<file path="config.mk">
export PLATFORM = sky130hd
export DESIGN_NAME = host_dma_setup_control
export DESIGN_NICKNAME = d
export VERILOG_FILES = /design/src/host_dma_pkg.sv /design/src/host_dma_setup_control.sv /design/src/burst_counter.sv
export VERILOG_INCLUDE_DIRS = /design/src /design/src/src
export SDC_FILE = /design/constraint.sdc
export NUM_CORES = 1
export LEC_CHECK = 0
export ABC_AREA = 0
export BUFFER_PORTS_ARGS = -buffer_cell sky130_fd_sc_hd__buf_2
export CAP_MARGIN = 0
export CORE_MARGIN = 1.5
export CORE_UTILIZATION = 43
export CTS_BUF_LIST = sky130_fd_sc_hd__clkbuf_16
export CTS_CLUSTER_DIAMETER = 150
export CTS_CLUSTER_SIZE = 24
export DETAILED_ROUTE_END_ITERATION = 10
export PLACE_DENSITY_LB_ADDON = 0.3
export SYNTH_ARGS = -nofsm -noshare
export SYNTH_HDL_FRONTEND = slang
export SYNTH_SLANG_ARGS = --single-unit
</file>
<file path="constraint.sdc">
create_clock -name clk -period 2.9 [get_ports clk]
set_clock_uncertainty 0.05 [all_clocks]
set_input_delay 0.58 -clock clk [delete_from_list [all_inputs] [get_ports clk]]
set_output_delay 0.58 -clock clk [all_outputs]
set_load 0.005 [all_outputs]
</file>
<file path="src/host_dma_defines.svh">
`ifndef HOST_DMA_DEFINES_SVH
`define HOST_DMA_DEFINES_SVH

// Command codes of the setup register on the processor port
`define DMA_SETUP_RD_CODE   8'h21
`define DMA_SETUP_WR_CODE   8'hA1

// Field positions inside the setup word
`define BURST_SEL_MSB       6
`define BURST_SEL_LSB       5
`define GO_BIT              4
`define COUNT_MODE_BIT      2
`define REGION_BIT          1
`define DIRECTION_BIT       0
`define SETUP_RESET         16'h0000
`define SETUP_USED_MASK     16'h0077

// Burst length codes and word cycles per burst
`define BURST_CODE_SINGLE   2'h0
`define BURST_CODE_FOUR     2'h1
`define BURST_CODE_EIGHT    2'h2
`define BURST_LEN_SINGLE    4'h1
`define BURST_LEN_FOUR      4'h4
`define BURST_LEN_EIGHT     4'h8

// Byte counting on the 16-bit data bus
`define BYTE_COUNT_W        16
`define BYTES_PER_WORD      16'h0002
`define BYTE_COUNT_ZERO     16'h0000
`define BURST_COUNT_ZERO    4'h0
`define BURST_COUNT_ONE     4'h1

`endif

</file>
<file path="src/host_dma_pkg.sv">
`default_nettype none

package host_dma_pkg;
    `include "host_dma_defines.svh"

    typedef enum logic [1:0] {
        ST_IDLE,
        ST_REQ,
        ST_GAP
    } dma_state_e;

    // Software-visible setup fields
    typedef struct packed {
        logic [1:0] burstSel;
        logic       go;
        logic       countMode;
        logic       region;
        logic       direction;
    } dma_cfg_s;

    // Whole state of the control block
    typedef struct packed {
        dma_cfg_s                  cfg;
        dma_state_e                state;
        logic [`BYTE_COUNT_W-1:0]  remaining;
        logic [15:0]               rdData;
        logic                      rdValid;
        logic                      doneFlag;
    } dma_ctrl_s;

    // Whole state of the burst counter
    typedef struct packed {
        logic [3:0] count;
    } burst_state_s;
endpackage : host_dma_pkg

`default_nettype wire

</file>
<file path="src/host_dma_setup_control.sv">
`timescale 1ns/100ps
`default_nettype none
`include "host_dma_defines.svh"

module host_dma_setup_control
    import host_dma_pkg::*;
(
    // Clock and reset
    input  wire logic                     clk,
    input  wire logic                     rst_n,
    // Processor command port
    input  wire logic                     cmdValid,
    input  wire logic [7:0]               cmdCode,
    input  wire logic [15:0]              cmdData,
    output logic      [15:0]              rdData,
    output logic                          rdValid,
    // Byte count register contents
    input  wire logic [`BYTE_COUNT_W-1:0] byteCount,
    // System DMA controller side
    input  wire logic                     dmaAck,
    input  wire logic                     endOfTransferIn,
    output logic                          hostRequestOut,
    // Buffer routing
    output logic                          bufferRegionSel,
    output logic                          transferDirection,
    // Completion events
    output logic                          transferDoneFlag,
    output logic                          bufferStateUpdate
);
    // Registered state, its next value and decode terms
    dma_ctrl_s cur_reg;
    dma_ctrl_s cur_next;
    logic      burstDone;
    logic      ackNow;
    logic      endHit;
    logic      wrSetup;
    logic      rdSetup;
    dma_cfg_s  wrCfg;

    // Word cycles per request; reserved code falls back to single
    function automatic logic [3:0] burstLimit(input logic [1:0] sel);
        case (sel)
            `BURST_CODE_SINGLE: burstLimit = `BURST_LEN_SINGLE;
            `BURST_CODE_FOUR:   burstLimit = `BURST_LEN_FOUR;
            `BURST_CODE_EIGHT:  burstLimit = `BURST_LEN_EIGHT;
            default:            burstLimit = `BURST_LEN_SINGLE;
        endcase
    endfunction : burstLimit

    // Reserved bits are never stored, so they read as zero
    function automatic logic [15:0] packCfg(input dma_cfg_s c);
        packCfg = `SETUP_RESET;
        packCfg[`BURST_SEL_MSB:`BURST_SEL_LSB] = c.burstSel;
        packCfg[`GO_BIT]         = c.go;
        packCfg[`COUNT_MODE_BIT] = c.countMode;
        packCfg[`REGION_BIT]     = c.region;
        packCfg[`DIRECTION_BIT]  = c.direction;
    endfunction : packCfg

    burst_counter u_burst (
        .clk       (clk),
        .rst_n     (rst_n),
        .clear     (cur_reg.state != ST_REQ),
        .ackIn     (ackNow),
        .limit     (burstLimit(cur_reg.cfg.burstSel)),
        .burstDone (burstDone)
    );

    // Command decode and write field extraction
    assign wrSetup          = cmdValid && (cmdCode == `DMA_SETUP_WR_CODE);
    assign rdSetup          = cmdValid && (cmdCode == `DMA_SETUP_RD_CODE);
    assign wrCfg.burstSel   = cmdData[`BURST_SEL_MSB:`BURST_SEL_LSB];
    assign wrCfg.go         = cmdData[`GO_BIT];
    assign wrCfg.countMode  = cmdData[`COUNT_MODE_BIT];
    assign wrCfg.region     = cmdData[`REGION_BIT];
    assign wrCfg.direction  = cmdData[`DIRECTION_BIT];

    // Transfer ends on last counted word, or on the external end input when not counting
    assign ackNow = (cur_reg.state == ST_REQ) && dmaAck;
    assign endHit = (ackNow && cur_reg.cfg.countMode
                        && (cur_reg.remaining <= `BYTES_PER_WORD))
                 || (!cur_reg.cfg.countMode && endOfTransferIn
                        && (cur_reg.state != ST_IDLE));

    // Next state of the whole control block
    always_comb begin
        cur_next          = cur_reg;
        cur_next.doneFlag = 1'b0;
        cur_next.rdValid  = 1'b0;
        case (cur_reg.state)
            ST_IDLE: begin
                if (cur_reg.cfg.go && (!cur_reg.cfg.countMode
                        || (cur_reg.remaining != `BYTE_COUNT_ZERO))) begin
                    cur_next.state = ST_REQ;
                end
            end
            ST_REQ: begin
                if (burstDone) begin
                    cur_next.state = ST_GAP;
                end
            end
            // One idle cycle lets the controller see the request drop
            ST_GAP: begin
                cur_next.state = ST_REQ;
            end
            default: begin
                cur_next.state = ST_IDLE;
            end
        endcase
        // Odd final byte still needs one word cycle, so saturate at zero
        if (ackNow && cur_reg.cfg.countMode) begin
            cur_next.remaining = (cur_reg.remaining > `BYTES_PER_WORD)
                               ? cur_reg.remaining - `BYTES_PER_WORD
                               : `BYTE_COUNT_ZERO;
        end
        if (endHit) begin
            cur_next.cfg.go   = 1'b0;
            cur_next.state    = ST_IDLE;
            cur_next.doneFlag = 1'b1;
        end
        if (!cur_reg.cfg.go) begin
            cur_next.state = ST_IDLE;
        end
        // A software write overrides the self-clear in the same cycle
        if (wrSetup) begin
            cur_next.cfg = wrCfg;
            if (!wrCfg.go) begin
                cur_next.state = ST_IDLE;
            end else if (!cur_reg.cfg.go && wrCfg.countMode) begin
                cur_next.remaining = byteCount;
            end
        end
        if (rdSetup) begin
            cur_next.rdData  = packCfg(cur_reg.cfg);
            cur_next.rdValid = 1'b1;
        end
    end

    always_ff @(posedge clk) begin
        if (!rst_n) begin
            cur_reg <= '0;
        end else begin
            cur_reg <= cur_next;
        end
    end

    // Outputs
    assign hostRequestOut    = (cur_reg.state == ST_REQ) && cur_reg.cfg.go;
    assign bufferRegionSel   = cur_reg.cfg.region;
    assign transferDirection = cur_reg.cfg.direction;
    assign transferDoneFlag  = cur_reg.doneFlag;
    assign bufferStateUpdate = cur_reg.doneFlag;
    assign rdData            = cur_reg.rdData;
    assign rdValid           = cur_reg.rdValid;
endmodule : host_dma_setup_control

`default_nettype wire

</file>
<file path="src/burst_counter.sv">
`timescale 1ns/100ps
`default_nettype none
`include "host_dma_defines.svh"

module burst_counter
    import host_dma_pkg::*;
(
    // Clock and reset
    input  wire logic       clk,
    input  wire logic       rst_n,
    // Burst control
    input  wire logic       clear,
    input  wire logic       ackIn,
    input  wire logic [3:0] limit,
    output logic            burstDone
);
    burst_state_s cur_reg;
    burst_state_s cur_next;

    // Last acknowledged word cycle of the burst
    assign burstDone = ackIn && ((cur_reg.count + `BURST_COUNT_ONE) >= limit);

    // Count acknowledged cycles, restart on every burst
    always_comb begin
        cur_next = cur_reg;
        if (clear || burstDone) begin
            cur_next.count = `BURST_COUNT_ZERO;
        end else if (ackIn) begin
            cur_next.count = cur_reg.count + `BURST_COUNT_ONE;
        end
    end

    always_ff @(posedge clk) begin
        if (!rst_n) begin
            cur_reg <= '0;
        end else begin
            cur_reg <= cur_next;
        end
    end
endmodule : burst_counter

`default_nettype wire

</file>
==> summary.txt, run 1 <==
Outcome
  – Run status: complete, but fails checks
  – Failing checks: DRC

Placed design
  – DP HPWL: 2.92 mm
  – I/O Buffers: 46
  – Placed Instances: 312
  – Routability cong.: 0.819
  – Placed Area: 2230 um^2

Cells and area
  – Post-route insts no fill: 320
  – Antenna diodes: 0
  – Final #Nets: 319
  – Share of cells above drive strength 1: 26.1%
  – Footprint of the multi-input gates: 1160 um^2
  – Area delta synth->final: 17.4%
  – FF/Latch Area: 721 um^2
  – Commonest non-fill, non-tap cells in the layout: buf_2, dfxtp_1, nand3_1
  – Most common cell after layout, fill and taps aside: buf_2
  – Fillers: 440
  – Largest register FFs: 22
  – Final Cell Area: 2390 um^2

Detailed routing
  – DR vias: 1618
  – Routed WL: 3.90 mm
  – Drt wl/cell: 12.2 um
  – Via density: 5.06
  – Antenna Nets Post-Route: 0
  – Post-route DRC: 4
  – Drt first pass iters: 7
  – DRT iter0 DRCs: 85

Pwr
  – Pwr Density: 479 nW/um^2
  – Combinational power share: 4.2%
  – Leakage power: 0.00101 uW
  – Switch share: 19.6%
  – IR drop worst, VDD: 541 uV
  – Internal: 921 uW
  – PnR Total Power: 1150 uW
  – P_sw: 225 uW
  – Clock power frac: 52.7%
  – Sequential group share of total power: 43.2%

Worst setup path
  – Flop2flop setup slack: 0.59 ns
  – Arr. time, crit path: 2.42 ns
  – Worst Path Max Fanout: 4
  – CP Capture Type: register
  – Crit path cell chain: inv_1, ha_1, ha_1, or3b_1, a21o_1, a21oi_1, nor2_1, a2111oi_0
  – Slowest-stage cell, CP: dfxtp_1
  – RR Startpoint: cur_reg[40]
  – Max incr delay on CP: 0.37 ns
  – CP Launch Point: cur_reg[40]
  – Critical Path Most Common Cell: ha_1
  – Worst setup endpoint: cur_reg[34]
  – Worst R2R Path Depth: 8
  – Crit path kind: reg -> reg
  – Critical register-to-register path endpoint: cur_reg[34]
  – Startpoint Class: register
  – Crit path required time: 3.01 ns

Die
  – Area of the die: 5170 um^2
  – Core area: 4440 um^2
  – Die H: 71.9 um
  – Rows: 24
  – Initial Utilization: 45.9%
  – DIE WIDTH: 71.9 um
  – IO Count: 67

STA
  – Setup TNS: 0 ns
  – Max Freq: 0.433 GHz
  – Final Hold Fails: 0
  – Fin crit share: 79.6%
  – RSZ-0062 raised after global routing: no
  – Max-slew violations: 0
  – Final setup fails: 0
  – Min Tclk post-route: 2.31 ns

CTS
  – Clock Tree Buf Depth: 2
  – Sink Count: 36
  – # resized after CTS: 0
  – CTS H-tree lvls: 2
  – Postcts setup bufs: 0
  – Clock latency on the worst-skew pair: 0.27 ns
  – Num CTS Buffers: 5
  – CTS clock-pin slew for the worst setup and hold paths: 0.06 ns
  – Quantity of hold-fixing buffers added after cts: 0
  – CTS tree: built
  – Clock root buffer: clkbuf_16

Global route
  – GRT overflow: 0
  – First-pass GRT wire length: 6.59 mm
  – Initial antenna violation count: 0
  – Gr usage total: 16.0%
  – Largest net degree at the start of global routing: 24
  – Vias in the first global route: 1488

Logic synthesis
  – Main synth FF type: dfxtp_1
  – Async S/R FF share, synth: 0%
  – Post-synth EDFFs: 0
  – Syn Area/Cell: 8.98 um^2
  – Yosys warns: 0
  – Seq/Total Area, Yosys: 35.3%
  – Synth Instances: 227
  – Flops & latches, synth: 36
  – Unique masters post-synth: 45
  – Synth Cell Area: 2040 um^2

Flow run
  – Max-cap violation count: 0

Worst hold path
  – HP Class: reg -> reg
  – Hold_sp: cur_reg[18]
per-layer routing:
metal  share of wire, %  track usage [%]  up-vias
met4               0.62             3.77        0
met1                 47             19.8      744
li1                   -                -      835
met2                 48             27.5       35
met5                  0                0        -
met3                5.0             4.64        4
stage by stage:
step                utilization (%)  setup slack (ns)  hold slack, ns
floorplan                         -             0.748           0.418
global placement               50.1             0.592           0.440
detailed placement             50.1             0.573           0.443
CTS                            53.9             0.571           0.451
global route                   53.9             0.407           0.474
finish                         53.9             0.592           0.444
kinds of logic (layout without fill, tap and decap cells):
group / count (synthesis) / after routing / synth area share, %
and+or+nand+nor: 93 / 93 / 28.4
muxes: 12 / 12 / 5.89
DFF: 36 / 36 / 35.3
xor gates and xnor gates: 18 / 18 / 7.73
AOI/OAI and AO/OA: 28 / 28 / 8.83
other: 1 / 10 / 0.184
adders and majority gates: 7 / 7 / 4.29
buffers and inverters: 32 / 64 / 9.33
worst max-delay path: cells and delay by family (launching register included):
kind	cells	cell delay, ns
adders and majority gates	2	0.54
AOI/OAI and AO/OA	3	0.76
and+or+nand+nor	2	0.41
buffers and inverters	1	0.06
DFF	1	0.37
worst min-delay path by stage:
stage	end	cells after the start	slack, ns
global placement	rdData[6]	2	0.44
global route	cur_reg[18]	2	0.47
CTS	cur_reg[18]	2	0.45
detailed placement	cur_reg[18]	2	0.44
floorplan	cur_reg[18]	2	0.42
finish	cur_reg[18]	2	0.44
power by group through the flow:
stage	combinational, uW	clock [uW]	sequential [uW]
after global routing	52.9	636	495
final	47.6	604	495
after floorplan	28.4	0	506
after detailed placement	47.4	0	506
after global placement	47.0	0	506
after CTS	47.8	614	495
layout make-up:
cell class	instances	area share, %
Tap cell	52	2.72
Multi-Input combinational cell	168	48.5
Sequential cell	36	30.1
Inverter	7	1.10
Timing Repair Buffer	49	10.6
Clock buffer	5	5.22
Clock inverter	3	1.78
synthesized netlist by cell type, types with 2 or more instances:
cell      number  area, um^2
dfxtp_1       36         721
nand3_1       21         105
buf_4         18         135
nor2_1        16        60.1
nand2_1       13        48.8
mux2i_1       12         120
nor2b_1       12        75.1
xor2_1        11        96.3
ha_1           7        87.6
inv_1          7        26.3
xnor2_1        7        61.3
o21ai_1        6        30.0
clkbuf_1       5        18.8
o31ai_1        5        37.5
a21boi_0       4        30.0
o21ai_0        4        20.0
nor3_1         3        15.0
a21oi_1        2        10.0
and2_1         2        12.5
buf_2          2        10.0
nand2b_1       2        12.5
nand3_2        2        20.0
nand4b_1       2        17.5
nor4_4         2        42.5
o211ai_1       2        15.0
o21a_1         2        15.0
or2_2          2        12.5
or3_1          2        12.5
or4_4          2        22.5
(Power assumes the default switching activity.)
==> run 2: changes to the inputs <==
--- a/config.mk
+++ b/config.mk
@@ -6,7 +6,7 @@
 export SDC_FILE = /design/constraint.sdc
 export NUM_CORES = 1
 export LEC_CHECK = 0
-export ABC_AREA = 0
+export ABC_AREA = 1
 export BUFFER_PORTS_ARGS = -buffer_cell sky130_fd_sc_hd__buf_2
 export CAP_MARGIN = 0
 export CORE_MARGIN = 1.5
==> constraint.sdc (replaced) <==
create_clock -name clk -period 1.95 [get_ports clk]
set_clock_uncertainty 0.05 [all_clocks]
set_input_delay 0.39 -clock clk [delete_from_list [all_inputs] [get_ports clk]]
set_output_delay 0.39 -clock clk [all_outputs]
set_load 0.005 [all_outputs]
==> summary.txt, run 2 <==
Outcome
  – Run status: finished, final reports clean

Logic synthesis
  – Synth top area share: 32.6%
  – Main synth FF type: dfxtp_1
  – Synth Instances: 327
  – Commonest cells in the synthesized netlist: inv_1, nand2_1, dfxtp_1, nor2_1, a21oi_1
  – Yosys warns: 0
  – Unique masters post-synth: 31
  – Synth top area cells: dfxtp_1, inv_1, nand2_1
  – Flops & latches, synth: 36
  – Seq/Total Area, Yosys: 32.6%
  – Post-synth EDFFs: 0
  – Syn Area/Cell: 6.76 um^2
  – Largest area contributor in the netlist: dfxtp_1
  – Synth Cell Area: 2210 um^2
  – Async S/R FF share, synth: 0%
  – Count leader, synth: inv_1

Global route
  – GRT overflow: 0
  – Initial antenna violation count: 0
  – Largest net degree at the start of global routing: 21
  – Vias in the first global route: 1857
  – Gr usage total: 18.1%
  – First-pass GRT wire length: 7.69 mm

Placed design
  – DP HPWL: 3.56 mm
  – Placed Instances: 430
  – Placed Area: 2440 um^2
  – Routability cong.: 0.831
  – I/O Buffers: 46

STA
  – RSZ-0062 raised after global routing: yes
  – Final setup fails: 0
  – Min Tclk post-route: 1.86 ns
  – Max-slew violations: 0
  – Final Hold Fails: 0
  – Final hold slack: 0.311 ns
  – Max Freq: 0.537 GHz
  – Fin crit share: 95.5%

CTS
  – CTS H-tree lvls: 2
  – Num CTS Buffers: 5
  – CTS tree: built
  – Clock latency on the worst-skew pair: 0.28 ns
  – CTS clock-pin slew for the worst setup and hold paths: 0.05 ns
  – Quantity of hold-fixing buffers added after cts: 0
  – Sink Count: 36
  – Clock root buffer: clkbuf_16
  – Clock Tree Buf Depth: 2

Cells and area
  – Commonest non-fill, non-tap cells in the layout: inv_1, nand2_1, buf_2
  – Post-route insts no fill: 441
  – Share of cells above drive strength 1: 25.7%
  – Largest register FFs: 22
  – Area delta synth->final: 20.8%
  – Most common cell after layout, fill and taps aside: inv_1
  – Final #Nets: 425
  – Antenna diodes: 0
  – Fillers: 508
  – Final Cell Area: 2670 um^2
  – Finished Core Util: 55.1%

Pwr
  – Pwr Density: 634 nW/um^2
  – PnR Total Power: 1690 uW
  – IR drop worst, VDD: 374 uV
  – Leakage power: 0.00129 uW

Worst setup path
  – Worst R2R Path Depth: 12
  – CP top delay family: simple AND/OR/NAND/NOR gates
  – Arr. time, crit path: 2.03 ns
  – Worst Path Max Fanout: 4
  – Crit path kind: reg -> reg
  – Crit path cell chain: inv_2, ha_4, ha_4, nor2_2, nand2_1, a21oi_2, nor2_1, o21ai_1, inv_1, nor2_2, nand2_2, nor2_1
  – Buf+Inv Stages, Crit Path: 2
  – Max incr delay on CP: 0.34 ns
  – Stages on worst setup path: 12
  – CP Capture Type: register
  – Crit path required time: 2.12 ns
  – Startpoint Class: register
  – Slowest-stage cell, CP: dfxtp_2

Die
  – Area of the die: 5580 um^2
  – Core area: 4850 um^2
  – Initial Utilization: 45.6%
  – IO Count: 67
  – DIE WIDTH: 74.7 um
  – Rows: 25
  – Die H: 74.7 um

Detailed routing
  – Via density: 4.68
  – Post-route DRC: 0
  – Routed WL: 4.59 mm
  – DR vias: 2062
  – Drt wl/cell: 10.4 um
  – Drt first pass iters: 4
  – DRT iter0 DRCs: 71
  – Antenna Nets Post-Route: 0

Worst hold path
  – Hold Crit Depth: 3
  – HP Class: in -> reg

Flow run
  – Max-cap violation count: 0
## run 2: path summary, 6_finish.rpt
path	from	end	slack (ns)
setup reg to reg	cur_reg[40]	u_burst.cur_reg[2]	0.09
hold / removal	byteCount[4]	cur_reg[22]	0.31
hold reg to reg	rdData[0]	rdData[0]	0.39
setup / recovery	cur_reg[40]	u_burst.cur_reg[2]	0.09
## run 2: worst register-to-register path, stage by stage, from the launching register on
cell and delay (ns):
dfxtp_2 0.34, inv_2 0.05, ha_4 0.27, ha_4 0.19, nor2_2 0.09, nand2_1 0.07
a21oi_2 0.13, nor2_1 0.05, o21ai_1 0.13, inv_1 0.08, nor2_2 0.14, nand2_2 0.09
nor2_1 0.11
## run 2: report_power, final
part / switching (uW) / internal (uW)
clock network: 292 / 595
registers: 0.573 / 737
logic: 36.4 / 31.8
## run 2: cells by family after synthesis
| family | Yosys count | synth area share, % |
|---|---|---|
| adder cells (fa/ha/maj) | 7 | 3.96 |
| XOR/XNOR | 4 | 1.58 |
| flip-flops | 36 | 32.6 |
| multiplexers | 1 | 0.453 |
| AND/OR/NAND/NOR | 133 | 29.9 |
| other | 1 | 0.170 |
| AO/OA/AOI/OAI | 60 | 13.8 |
| buffers and inverters | 85 | 17.6 |
## run 2: per-layer routing
layer / global-route usage (%) / up-vias / wire, um
met1: 21.7 / 907 / 2080
met4: 6.06 / 0 / 63
met2: 31.6 / 47 / 2240
met3: 4.42 / 6 / 207
met5: 0 / - / 0
li1: - / 1102 / -
## run 2: metrics by stage
| step | setup TNS [ns] | setup slack (ns) |
|---|---|---|
| detailed placement | -0.0759 | -0.0233 |
| global placement | 0 | 0.0407 |
| floorplan | 0 | 0.176 |
| CTS | 0 | 0.0274 |
| global route | -0.227 | -0.0762 |
| finish | 0 | 0.0886 |
## run 2: layout make-up
cell class                      instances  area, um^2  share of cell area [%]
Multi-Input combinational cell        215        1180                    44.1
Sequential cell                        36         723                    27.1
Timing Repair Buffer                   54         290                    10.9
Inverter                               61         230                    8.62
Clock buffer                            5         125                    4.69
Tap cell                               67        83.8                    3.14
Clock inverter                          3        38.8                    1.45
## run 2: repair_timing
item,CTS,global route
gates resized for setup,3,8
endpoints found under the setup margin,4,5
cloned,0,0
pin swaps,0,9
setup buffers,0,3
